`config.mk`:
```
export PLATFORM = sky130hd
export DESIGN_NAME = atsq_dev_flat
export DESIGN_NICKNAME = d
export VERILOG_FILES = /design/src/atsq_pkg.sv /design/src/atsq_if.sv /design/src/atsq_dev.sv /design/src/flat_wrapper.sv
export SDC_FILE = /design/constraint.sdc
export NUM_CORES = 1
export LEC_CHECK = 0
export BUFFER_PORTS_ARGS = -buffer_cell sky130_fd_sc_hd__buf_4
export CAP_MARGIN = 20
export CORE_MARGIN = 1.5
export CORE_UTILIZATION = 31
export DETAILED_ROUTE_END_ITERATION = 10
export SYNTH_ARGS = -nofsm -noshare
export SYNTH_HDL_FRONTEND = slang
export SYNTH_SLANG_ARGS = --single-unit
```
`constraint.sdc`:
```
create_clock -name clock -period 1.7 [get_ports clock]
set_input_delay 0.255 -clock clock [delete_from_list [all_inputs] [get_ports clock]]
set_output_delay 0.255 -clock clock [all_outputs]
set_load 0.1 [all_outputs]
```
`src/atsq_pkg.sv`:
```
// Constants for the converter trigger sequencer, shared by both ends
// What this block does
// - Software start or PWM event, one selected
// - Start bit low-high-low starts one conversion
// - PWM period or duty event, by select bit
// - Duty channel select picks duty event source
// - Optional delay of count system clocks
// - Software keeps delay count consistent with enable
// - Busy set at start, cleared at end
// - Done flag set; interrupt when enabled
// - Result checked against bounds, flag raised
// - Conversion clock is system clock over 1..128
// - Software picks legal conversion clock divide
// - Power enable needed; software starts wait for settling, PWM triggers do not
// - Software clears power enable when idle; atsq_sw follows power_on even while busy
// - Sixteen conversion clocks: four sample, twelve convert
// - Bound mode codes; only for amplifier input
// - Delay counts from event flag rising edge
package atsq_pkg;
  localparam int RES_W = 12;  // Result width
  localparam int DLY_W = 8;  // Delay count width
  localparam int DIV_W = 3;  // Divide select width
  localparam int PER_W = 8;  // Conversion clock period counter width
  localparam int ADCK_W = 5;  // Conversion clock count width
  localparam logic [ADCK_W-1:0] SAMPLE_PERIODS = 5'h04;  // Sampling part
  localparam logic [ADCK_W-1:0] CONVERT_PERIODS = 5'h0c;  // Conversion part
  localparam logic [ADCK_W-1:0] TOTAL_PERIODS = SAMPLE_PERIODS + CONVERT_PERIODS;
  localparam logic TRIG_SOFTWARE = 1'b0;  // Trigger source select codes
  localparam logic TRIG_PWM = 1'b1;
  localparam logic PWM_SRC_PERIOD = 1'b0;  // PWM event source select codes
  localparam logic PWM_SRC_DUTY = 1'b1;
  localparam logic [1:0] DUTY_CH0 = 2'h0;  // Duty channel select codes
  localparam logic [1:0] DUTY_CH1 = 2'h1;
  localparam logic [1:0] BOUND_INSIDE = 2'h0;  // Bound compare mode codes
  localparam logic [1:0] BOUND_LOW = 2'h1;
  localparam logic [1:0] BOUND_HIGH = 2'h2;
  localparam logic [1:0] BOUND_EITHER = 2'h3;
  localparam logic [DLY_W-1:0] DELAY_RESET = 8'h00;  // Reset values
  localparam logic [DIV_W-1:0] DIVIDE_RESET = 3'h0;
  localparam logic [RES_W-1:0] RESULT_RESET = 12'h000;
  localparam int CLK_PERIOD_PS = 8000;  // System clock period
  localparam int SETTLE_NS = 1000;  // Settling time after power enable
  localparam int SETTLE_CYCLES = (SETTLE_NS * 1000 + CLK_PERIOD_PS - 1) / CLK_PERIOD_PS;
  localparam int SETTLE_W = 8;  // Settling counter width
endpackage : atsq_pkg

```
`src/atsq_if.sv`:
```
// Interface joining the software and PWM end to the converter control end
`timescale 1ns/100ps
interface atsq_if;
  import atsq_pkg::*;
  logic converter_power_enable;  // Control fields from software
  logic start_bit;
  logic trigger_source_select;
  logic pwm_event_source_select;
  logic [1:0] duty_channel_select;
  logic delay_start_enable;
  logic [DLY_W-1:0] delay_count_value;
  logic [DIV_W-1:0] clock_divide_select;
  logic amplifier_select;
  logic [1:0] bound_compare_mode;
  logic [RES_W-1:0] upper_bound;
  logic [RES_W-1:0] lower_bound;
  logic done_irq_enable;
  logic bound_irq_enable;
  logic done_flag_clear;
  logic bound_flag_clear;
  logic pwm_period_event_flag;  // PWM event flags
  logic [1:0] pwm_duty_event_flag;
  logic conversion_busy_flag;  // Status back to software
  logic done_flag;
  logic bound_flag;
  logic done_irq;
  logic bound_irq;
  logic [RES_W-1:0] result_word;
  modport dev (
    input converter_power_enable, start_bit, trigger_source_select,
    input pwm_event_source_select, duty_channel_select, delay_start_enable,
    input delay_count_value, clock_divide_select, amplifier_select,
    input bound_compare_mode, upper_bound, lower_bound, done_irq_enable,
    input bound_irq_enable, done_flag_clear, bound_flag_clear,
    input pwm_period_event_flag, pwm_duty_event_flag,
    output conversion_busy_flag, done_flag, bound_flag, done_irq, bound_irq,
    output result_word
  );
  modport sw (
    output converter_power_enable, start_bit, trigger_source_select,
    output pwm_event_source_select, duty_channel_select, delay_start_enable,
    output delay_count_value, clock_divide_select, amplifier_select,
    output bound_compare_mode, upper_bound, lower_bound, done_irq_enable,
    output bound_irq_enable, done_flag_clear, bound_flag_clear,
    output pwm_period_event_flag, pwm_duty_event_flag,
    input conversion_busy_flag, done_flag, bound_flag, done_irq, bound_irq,
    input result_word
  );
endinterface : atsq_if

```
`src/atsq_dev.sv`:
```
// Converter control end: trigger choice, delay, clock divide, busy, flags
`timescale 1ns/100ps
module atsq_dev (
  // Clocking
  input wire logic clock,
  input wire logic reset,
  input wire logic clock_enable,
  // Link to software and PWM end
  atsq_if.dev link,
  // Analog core side
  input wire logic [atsq_pkg::RES_W-1:0] core_result,
  output logic core_power,
  output logic core_sampling,
  output logic conv_clock
);
  import atsq_pkg::*;

  // Bound condition test on a finished result
  function automatic logic bound_hit(input logic [1:0] mode, input logic [RES_W-1:0] v,
                                     input logic [RES_W-1:0] lo, input logic [RES_W-1:0] hi);
    case (mode)
      BOUND_INSIDE: bound_hit = (v > lo) && (v < hi);
      BOUND_LOW: bound_hit = (v <= lo);
      BOUND_HIGH: bound_hit = (v >= hi);
      default: bound_hit = (v <= lo) || (v >= hi);
    endcase
  endfunction : bound_hit

  // System clocks in one conversion clock period, minus one
  function automatic logic [PER_W-1:0] period_last(input logic [DIV_W-1:0] sel);
    period_last = PER_W'((9'h001 << sel) - 9'h001);
  endfunction : period_last

  typedef enum logic [1:0] {ST_IDLE, ST_DELAY, ST_CONVERT} atsq_state_e;

  atsq_state_e state_r;  // Sequencer state
  logic start_seen_r;  // Start bit has been high
  logic start_prev_r;  // Start bit one cycle ago
  logic event_prev_r;  // Selected PWM event one cycle ago
  logic [DLY_W-1:0] delay_r;  // Remaining delay clocks
  logic [PER_W-1:0] per_cnt_r;  // System clocks inside conversion clock
  logic [PER_W-1:0] per_last_r;  // Divide latched at start
  logic [ADCK_W-1:0] adck_r;  // Conversion clocks done
  logic busy_r;  // Busy flag
  logic done_r;  // Done flag
  logic bound_r;  // Bound flag
  logic done_irq_r;  // Done interrupt request
  logic bound_irq_r;  // Bound interrupt request
  logic [RES_W-1:0] result_r;  // Last result
  logic sampling_r;  // Sampling phase out
  logic conv_clock_r;  // Conversion clock out
  logic power_r;  // Power enable out
  logic pwm_event;  // Selected PWM event level
  logic event_rise;  // Rising edge of it
  logic sw_trigger;  // Completed start sequence
  logic pwm_now;  // PWM trigger without delay
  logic begin_conv;  // Conversion starts this cycle
  logic adck_tick;  // Last system clock of a conversion clock
  logic end_conv;  // Conversion ends this cycle

  // Pick the PWM event from period or duty channel
  always_comb begin
    pwm_event = 1'b0;
    if (link.pwm_event_source_select == PWM_SRC_PERIOD) begin
      pwm_event = link.pwm_period_event_flag;
    end else begin
      case (link.duty_channel_select)
        DUTY_CH0: pwm_event = link.pwm_duty_event_flag[0];
        DUTY_CH1: pwm_event = link.pwm_duty_event_flag[1];
        default: pwm_event = 1'b0;  // Reserved channels never trigger
      endcase
    end
  end

  // Trigger qualification and conversion start
  assign event_rise = pwm_event && !event_prev_r;
  assign sw_trigger = (link.trigger_source_select == TRIG_SOFTWARE)
                      && start_seen_r && start_prev_r && !link.start_bit;
  assign pwm_now = (link.trigger_source_select == TRIG_PWM) && event_rise
                   && !(link.delay_start_enable && (link.delay_count_value != DELAY_RESET));
  assign adck_tick = (state_r == ST_CONVERT) && (per_cnt_r == per_last_r);
  assign end_conv = adck_tick && (adck_r == TOTAL_PERIODS - 5'h01);
  assign begin_conv = link.converter_power_enable && (state_r == ST_IDLE) && (sw_trigger
                      || pwm_now);

  // Start bit history; sequence rearms once a low is seen
  always_ff @(posedge clock) begin
    if (reset) begin
      start_prev_r <= 1'b0;
      start_seen_r <= 1'b0;
    end else if (clock_enable) begin
      start_prev_r <= link.start_bit;
      if (link.start_bit && !start_prev_r) begin
        start_seen_r <= 1'b1;
      end else if (!link.start_bit) begin
        start_seen_r <= 1'b0;
      end
    end
  end

  // PWM event edge detector
  always_ff @(posedge clock) begin
    if (reset) begin
      event_prev_r <= 1'b0;
    end else if (clock_enable) begin
      event_prev_r <= pwm_event;
    end
  end

  // Sequencer: idle, optional delay, conversion
  always_ff @(posedge clock) begin
    if (reset) begin
      state_r <= ST_IDLE;
      delay_r <= DELAY_RESET;
    end else if (clock_enable) begin
      case (state_r)
        ST_IDLE: begin
          if (begin_conv) begin
            state_r <= ST_CONVERT;
          end else if (link.converter_power_enable && (link.trigger_source_select == TRIG_PWM)
                       && event_rise && link.delay_start_enable) begin
            state_r <= ST_DELAY;
            delay_r <= link.delay_count_value;
          end
        end
        ST_DELAY: begin
          // Events here are dropped; delay ends after count clocks
          if (!link.converter_power_enable) begin
            state_r <= ST_IDLE;
          end else if (delay_r == 8'h01) begin
            state_r <= ST_CONVERT;
          end else begin
            delay_r <= delay_r - 8'h01;
          end
        end
        ST_CONVERT: begin
          // New triggers are ignored until the end
          if (!link.converter_power_enable || end_conv) begin
            state_r <= ST_IDLE;
          end
        end
        default: state_r <= ST_IDLE;
      endcase
    end
  end

  // Conversion clock divider and period count
  always_ff @(posedge clock) begin
    if (reset) begin
      per_cnt_r <= '0;
      per_last_r <= '0;
      adck_r <= '0;
      conv_clock_r <= 1'b0;
    end else if (clock_enable) begin
      if (state_r != ST_CONVERT) begin
        per_cnt_r <= '0;
        per_last_r <= period_last(link.clock_divide_select);
        adck_r <= '0;
        conv_clock_r <= 1'b0;
      end else if (adck_tick) begin
        per_cnt_r <= '0;
        adck_r <= adck_r + 5'h01;
        conv_clock_r <= 1'b1;
      end else begin
        per_cnt_r <= per_cnt_r + 8'h01;
        // High for the first half of each conversion clock period
        conv_clock_r <= (per_cnt_r + 8'h01) <= (per_last_r >> 1);
      end
    end
  end

  // Busy flag and sampling phase
  always_ff @(posedge clock) begin
    if (reset) begin
      busy_r <= 1'b0;
      sampling_r <= 1'b0;
    end else if (clock_enable) begin
      busy_r <= (state_r == ST_CONVERT) && link.converter_power_enable
                && !end_conv;
      sampling_r <= (state_r == ST_CONVERT) && link.converter_power_enable
                    && (adck_r < SAMPLE_PERIODS) && !end_conv;
    end
  end

  // Result capture, completion flags, set wins over clear
  always_ff @(posedge clock) begin
    if (reset) begin
      result_r <= RESULT_RESET;
      done_r <= 1'b0;
      bound_r <= 1'b0;
    end else if (clock_enable) begin
      if (end_conv && link.converter_power_enable) begin
        result_r <= core_result;
        done_r <= 1'b1;
        if (link.amplifier_select && bound_hit(link.bound_compare_mode, core_result,
                                                link.lower_bound, link.upper_bound)) begin
          bound_r <= 1'b1;
        end else if (link.bound_flag_clear) begin
          bound_r <= 1'b0;
        end
      end else begin
        if (link.done_flag_clear) begin
          done_r <= 1'b0;
        end
        if (link.bound_flag_clear) begin
          bound_r <= 1'b0;
        end
      end
    end
  end

  // Interrupt requests gated by their enables
  always_ff @(posedge clock) begin
    if (reset) begin
      done_irq_r <= 1'b0;
      bound_irq_r <= 1'b0;
      power_r <= 1'b0;
    end else if (clock_enable) begin
      done_irq_r <= done_r && link.done_irq_enable;
      bound_irq_r <= bound_r && link.bound_irq_enable;
      power_r <= link.converter_power_enable;
    end
  end

  // Outputs straight from flops
  assign link.conversion_busy_flag = busy_r;
  assign link.done_flag = done_r;
  assign link.bound_flag = bound_r;
  assign link.done_irq = done_irq_r;
  assign link.bound_irq = bound_irq_r;
  assign link.result_word = result_r;
  assign core_power = power_r;
  assign core_sampling = sampling_r;
  assign conv_clock = conv_clock_r;
endmodule : atsq_dev

```
`src/flat_wrapper.sv`:
```
// flat-port wrapper written by rule: the top's interface ports become plain ports
module atsq_dev_flat import atsq_pkg::*;
  (clock, reset, clock_enable, core_result, core_power, core_sampling, conv_clock, link_converter_power_enable, link_start_bit, link_trigger_source_select, link_pwm_event_source_select, link_duty_channel_select, link_delay_start_enable, link_delay_count_value, link_clock_divide_select, link_amplifier_select, link_bound_compare_mode, link_upper_bound, link_lower_bound, link_done_irq_enable, link_bound_irq_enable, link_done_flag_clear, link_bound_flag_clear, link_pwm_period_event_flag, link_pwm_duty_event_flag, link_conversion_busy_flag, link_done_flag, link_bound_flag, link_done_irq, link_bound_irq, link_result_word);
  atsq_if link_i ();
  input wire logic clock;
  input wire logic reset;
  input wire logic clock_enable;
  input wire logic [atsq_pkg::RES_W-1:0] core_result;
  output logic core_power;
  output logic core_sampling;
  output logic conv_clock;
  input wire logic [$bits(link_i.converter_power_enable)-1:0] link_converter_power_enable;
  input wire logic [$bits(link_i.start_bit)-1:0] link_start_bit;
  input wire logic [$bits(link_i.trigger_source_select)-1:0] link_trigger_source_select;
  input wire logic [$bits(link_i.pwm_event_source_select)-1:0] link_pwm_event_source_select;
  input wire logic [$bits(link_i.duty_channel_select)-1:0] link_duty_channel_select;
  input wire logic [$bits(link_i.delay_start_enable)-1:0] link_delay_start_enable;
  input wire logic [$bits(link_i.delay_count_value)-1:0] link_delay_count_value;
  input wire logic [$bits(link_i.clock_divide_select)-1:0] link_clock_divide_select;
  input wire logic [$bits(link_i.amplifier_select)-1:0] link_amplifier_select;
  input wire logic [$bits(link_i.bound_compare_mode)-1:0] link_bound_compare_mode;
  input wire logic [$bits(link_i.upper_bound)-1:0] link_upper_bound;
  input wire logic [$bits(link_i.lower_bound)-1:0] link_lower_bound;
  input wire logic [$bits(link_i.done_irq_enable)-1:0] link_done_irq_enable;
  input wire logic [$bits(link_i.bound_irq_enable)-1:0] link_bound_irq_enable;
  input wire logic [$bits(link_i.done_flag_clear)-1:0] link_done_flag_clear;
  input wire logic [$bits(link_i.bound_flag_clear)-1:0] link_bound_flag_clear;
  input wire logic [$bits(link_i.pwm_period_event_flag)-1:0] link_pwm_period_event_flag;
  input wire logic [$bits(link_i.pwm_duty_event_flag)-1:0] link_pwm_duty_event_flag;
  output wire logic [$bits(link_i.conversion_busy_flag)-1:0] link_conversion_busy_flag;
  output wire logic [$bits(link_i.done_flag)-1:0] link_done_flag;
  output wire logic [$bits(link_i.bound_flag)-1:0] link_bound_flag;
  output wire logic [$bits(link_i.done_irq)-1:0] link_done_irq;
  output wire logic [$bits(link_i.bound_irq)-1:0] link_bound_irq;
  output wire logic [$bits(link_i.result_word)-1:0] link_result_word;
  assign link_i.converter_power_enable = link_converter_power_enable;
  assign link_i.start_bit = link_start_bit;
  assign link_i.trigger_source_select = link_trigger_source_select;
  assign link_i.pwm_event_source_select = link_pwm_event_source_select;
  assign link_i.duty_channel_select = link_duty_channel_select;
  assign link_i.delay_start_enable = link_delay_start_enable;
  assign link_i.delay_count_value = link_delay_count_value;
  assign link_i.clock_divide_select = link_clock_divide_select;
  assign link_i.amplifier_select = link_amplifier_select;
  assign link_i.bound_compare_mode = link_bound_compare_mode;
  assign link_i.upper_bound = link_upper_bound;
  assign link_i.lower_bound = link_lower_bound;
  assign link_i.done_irq_enable = link_done_irq_enable;
  assign link_i.bound_irq_enable = link_bound_irq_enable;
  assign link_i.done_flag_clear = link_done_flag_clear;
  assign link_i.bound_flag_clear = link_bound_flag_clear;
  assign link_i.pwm_period_event_flag = link_pwm_period_event_flag;
  assign link_i.pwm_duty_event_flag = link_pwm_duty_event_flag;
  assign link_conversion_busy_flag = link_i.conversion_busy_flag;
  assign link_done_flag = link_i.done_flag;
  assign link_bound_flag = link_i.bound_flag;
  assign link_done_irq = link_i.done_irq;
  assign link_bound_irq = link_i.bound_irq;
  assign link_result_word = link_i.result_word;
  atsq_dev u_core (.clock(clock), .reset(reset), .clock_enable(clock_enable), .link(link_i), .core_result(core_result), .core_power(core_power), .core_sampling(core_sampling), .conv_clock(conv_clock));
endmodule
```
# Word level (Yosys, flattened, before mapping)
# Index checks and enable logic that the tools add are counted.
[totals] elab_cells=123 rom_bits=0 mem_bits_rw=0 output_inout_bits=20 latchBits=0 memories=0 ff_bits=54 in_bits=67
[op_classes] eq_ne=17 magnitude_cmp=6 n_addsub=4 mul=0 bitwise_logic=1 n_reduce_logical=47 mux=30 shifts=1 n_div=0
[ops] op="$mux 8" n=6
[ops] op="$logic_and 1x1->1" n=24
[ops] op="$pmux 8 s2" n=1
[ops] op="$sub 8x1->8 const B" n=2
[ops] op="$mux 1" n=13
[ops] op="$ge 12x12->1" n=1
[ops] op="$gt 12x12->1" n=1
[ops] op="$le 12x12->1" n=1
[ops] op="$lt 12x12->1" n=1
[ops] op="$ne 2x2->1 const B" n=6
[ops] op="$mux 2" n=5
[ops] op="$mux 5" n=2
[ops] op="$reduce_and 2->1" n=5
[ops] op="$add 8x1->8 const B" n=1
[ops] op="$eq 8x1->1 const B" n=1
[ops] op="$eq 8x8->1" n=1
[ops] op="$le 8x7->1" n=1
[ops] op="$reduce_bool 8->1" n=1
[ops] op="$shl 1x3->8 const A" n=1
[ops] op="$eq 2x1->1 const B" n=3
[ops] op="$logic_not 1->1" n=6
[ops] op="$logic_not 2->1" n=3
[ops] op="$ne 3x2->1 const B" n=2
[ops] op="$pmux 2 s3" n=1
[ops] op="other kinds (12)" n=17

# Depth between registers and ports, before layout
[depth] ltp_word=10 ltp_mapped=10 ltp_nobuf=10

# Worst setup path after synthesis
# OpenSTA, ideal clock, no wires.
[synth_path] path_kind="reg2reg" start="reg u_core.per_cnt_r[0]" end="reg u_core.conv_clock_r, in the netlist u_core.conv_clock" setup_time_ns=0.132 t_arrival_ns=1.681 setup_slack_ns=-0.113 synth_period_minus_slack_ns=1.813 path_stages_with_launch=11 n_path_buf=0 t_required_ns=1.568 cell_sequence="dfxtp_1 -> ha_1 -> nand2_1 -> xnor2_1 -> ha_1 -> nand4_1 -> nor2_1 -> a21oi_1 -> a21oi_1 -> o211ai_1 -> a21oi_1"
[synth_via] elab_chain_cells=4 elab_cells_between_ends=6 classes_between="add/sub (1); order compare (1); eq/ne (1); mux (2); reduce/logical (1)"
[synth_rtl] item="from (decl)" line="atsq_dev.sv:41" rtl="logic [PER_W-1:0] per_cnt_r;"
[synth_rtl] item="from (signal assigned)" line="atsq_dev.sv:165" rtl="per_cnt_r <= per_cnt_r + 8'h01;"
[synth_rtl] item="$add 8x1->8 / $eq 8x8->1 (equally long branches)" line="atsq_dev.sv:167, atsq_dev.sv:81"
[synth_rtl] item="$le 8x7->1 / $logic_and 1x1->1 (equally long branches)" line="atsq_dev.sv:167, atsq_dev.sv:81"
[synth_rtl] item="$mux 1 (*)" line="atsq_dev.sv:160" rtl="end else if (adck_tick) begin"
[synth_rtl] item="$mux 1 (*)" line="atsq_dev.sv:155" rtl="if (state_r != ST_CONVERT) begin"
[synth_rtl] item="to (signal assigned)" line="atsq_dev.sv:167" rtl="conv_clock_r <= (per_cnt_r + 8'h01) <= (per_last_r >> 1);"
[synth_rtl] item="to (decl)" line="atsq_dev.sv:51" rtl="logic conv_clock_r;"
# Mark *: on every way between the ends. The rest lies on a longest branch, timed or not.
# A chain may end at the register's enable or synchronous reset.

# Worst setup path in the final report
# Same ends and word-level chain as after synthesis.

==> metrics.cfg <==
[detailed_routing]
vias = 3547
ant_nets = 0
dr.pass1.iters = 4
drt_iter0_drc = 165
vias_per_cell = 5.031
drc_errors = 0
drt_wl_total_um = 10030
wl_per_cell_um = 14.22

[power]
power.leakage_nw = 2.326
finalPower_w = 0.003008
power_density_mw_per_mm2 = 580.5
vdd_drop_max_v = 0.0005416

[grt]
grt_use_total = 0.1662
grt_pass1_wl_um = 15980
grt_antenna_before_repair = 0
globalRouteOverflowTotal = 0
grt_max_degree = 35
grt_pass1_vias = 3561

[yosys]
yosysSeqAreaShare = 0.3058
yosysWarnings = 0
yosys.area.top_type = dfxtp_1
synth_area_mm2 = 0.003535
synth_edf_count = 0
synthXorXnorAreaFrac = 0.03929
synth_ff_type = dfxtp_1
synth_mux_area_frac = 0.06018
yosysTopAreaCellShare = 0.3058
ys_seq_elements = 54
avgSynthCellArea_um2 = 8.182
synth_adder_area_share = 0.1310
syn_inst = 432
synthArstFlopShare = 0
syn-num-nets = 536
synth_top_family_by_area = simple AND/OR/NAND/NOR gates
synth-simple-area-share = 0.2124
yosysUniqueCellTypes = 57
synthTopCellsByArea = dfxtp_1 31%, ha_1 13%, nor2_1 6.1%
synth_compound_area_frac = 0.1784

[clock_tree]
numCtsBuffers = 5
clockRootBuffer = clkbuf_16
ctsHtreeMaxLevel = 2
clockBufferDepth = 2
postCtsHoldBufs = 0
clkSinkCount = 54
insertion_delay_ns = 0.30
path_clk_slew_ns = 0.07
cts_tree = yes

[layout]
area_growth_pct = 46.62
post-route-util = 0.4719
final_area_mm2 = 0.005182
mostFrequentLayoutCell = buf_4
n_antenna_cell = 0
fin_nets = 668
final_cell_mix = 130 x buf_4, 55 x nor2_1, 47 x dfxtp_1
drive_above_1_share = 0.3628

[floorplan]
num_rows = 38
core_mm2 = 0.01098
die-area_mm2 = 0.01205
start_util = 0.3218
dieHeight_um = 109.8
die_w_um = 109.8
io_pins = 87

[sta]
timing.fmax_ghz = 0.5139
rsz0062_at_grt = yes
clock_skew_ns = 0.006172
fin_crit_sh = 1.145
setup_ws_ns = -0.2459
fin_setup_tns_ns = -2.432
hold_viol_final = 0
post-route-min-period_ns = 1.946
slew-limit-headroom = 0.7479
setup_viol = 17
drv_slew = 0
max_slew.worst_pin.slew_ns = 0.3685

[setup_path]
worstPathArrival_ns = 2.17
crit_path_max_incr_delay_ns = 0.39
critical_path_class = reg2reg
cp-end-kind = flip-flop
path_max_fanout = 5
cpMostUsedCell = a21oi_1
crit_chain = and3_4, nand2_4, xnor2_2, ha_1, nand4_1, nor2_1, a21oi_1, a21oi_1, o211ai_1, a21oi_1
cp.required_ns = 1.92
critical_path.top_delay_family = simple AND/OR/NAND/NOR gates
slowest_stage = dfxtp_4
cp_num_buf_inv = 0
start_kind = flip-flop

[run_status]
violations = setup timing
status = complete, but fails checks

[min_path]
min_path_type = in2reg

[placement]
dpl_cell_area_mm2 = 0.004669
io_buffers = 86
pre_cts_slack_ns = -0.1971
dp_hpwl_um = 7550
place_congestion = 0.8696

[run]
maxCapViolations = 0

-- what timing repair did --
action,CTS,global route
gates resized for setup,19,40
gates cloned,1,0
endpoints found under the setup margin,27,38
setup buffers,3,2
pin swaps,18,32
-- cell families (layout without fill, tap and decap cells) --
| logic type | count (synthesis) | count (layout) |
|---|---|---|
| DFF | 54 | 54 |
| buffers and inverters | 57 | 190 |
| adders and majority gates | 37 | 37 |
| muxes | 21 | 21 |
| xor gates and xnor gates | 15 | 15 |
| AOI/OAI and AO/OA | 93 | 93 |
| and+or+nand+nor | 155 | 155 |
-- per-layer routing --
layer | track usage | up-vias | wire [um] | part of all wire
met5 | 0 | - | 0 | 0
met4 | 0.04824 | 0 | 153 | 0.015
met3 | 0.02549 | 15 | 328 | 0.033
met2 | 0.3035 | 57 | 5359 | 0.53
met1 | 0.1995 | 1681 | 4187 | 0.42
li1 | - | 1794 | - | -
-- area by class of cell --
cell class	instances	area, um^2
Multi-Input combinational cell	321	2470
Tap cell	140	175.2
Clock buffer	7	142.6
Inverter	40	150.1
Fill cell	1063	5801
Timing Repair Buffer	142	1136
Sequential cell	54	1100
Clock inverter	1	8.758
-- final timing paths --
path,from,endpoint,slack (ns),cells after the start
min,reset,u_core.link.result_word[2]$_SDFFE_PP0P_,0.17,2
min reg2reg,u_core.link.bound_irq$_SDFFE_PP0P_,u_core.link.bound_irq$_SDFFE_PP0P_,0.47,2
max reg2reg,u_core.per_cnt_r[0]$_SDFFE_PP0P_,u_core.conv_clock$_SDFFE_PP0P_,-0.25,10
max,u_core.per_cnt_r[0]$_SDFFE_PP0P_,u_core.conv_clock$_SDFFE_PP0P_,-0.25,10
-- synth_stat cells, types with 2 or more instances --
cell type  count
o21ai_0       12
a21boi_0       2
xnor2_1       11
buf_2          2
nor2_1        57
mux2i_1       19
buf_6          2
nand2_1       34
ha_1          37
a21oi_1       29
o22ai_1        2
a211oi_1       7
xor2_1         3
o211ai_1       4
o21a_1         3
a31oi_1        2
nor3b_1        2
or3_1          2
nand3_1       11
nor2b_1        4
and3_1         4
a2111oi_0      2
nand2b_1       7
nand4_1       10
a21o_1         3
inv_1         39
nor3_1        10
clkbuf_1      11
a211oi_2       3
mux2_2         2
a22oi_1       13
nand4_2        2
dfxtp_1       54
nor4_1         4
-- power breakdown --
part	internal, W	switching, W	leakage [nW]
clock network	0.000594	0.000476	0.0745
registers	0.00128	0.0000248	0.442
logic	0.000326	0.000307	1.81
-- flip-flops by register name, indices dropped and copies added, names as in the netlist, 2 cells and up --
name / flops
u_core.state_r: 2
u_core.link.result_word: 12
u_core.per_last_r: 8
u_core.per_cnt_r: 8
u_core.adck_r: 5
u_core.delay_r: 8
-- per-stage QoR --
step,hold WS (ns),instances
3_5_place_dp,0.4629,692
5_1_grt,0.1926,705
6_report,0.1735,705
3_3_place_gp,0.4424,692
4_1_cts,0.1774,704
2_1_floorplan,0.3983,432
No activity file was read; power rests on OpenSTA's default activity.
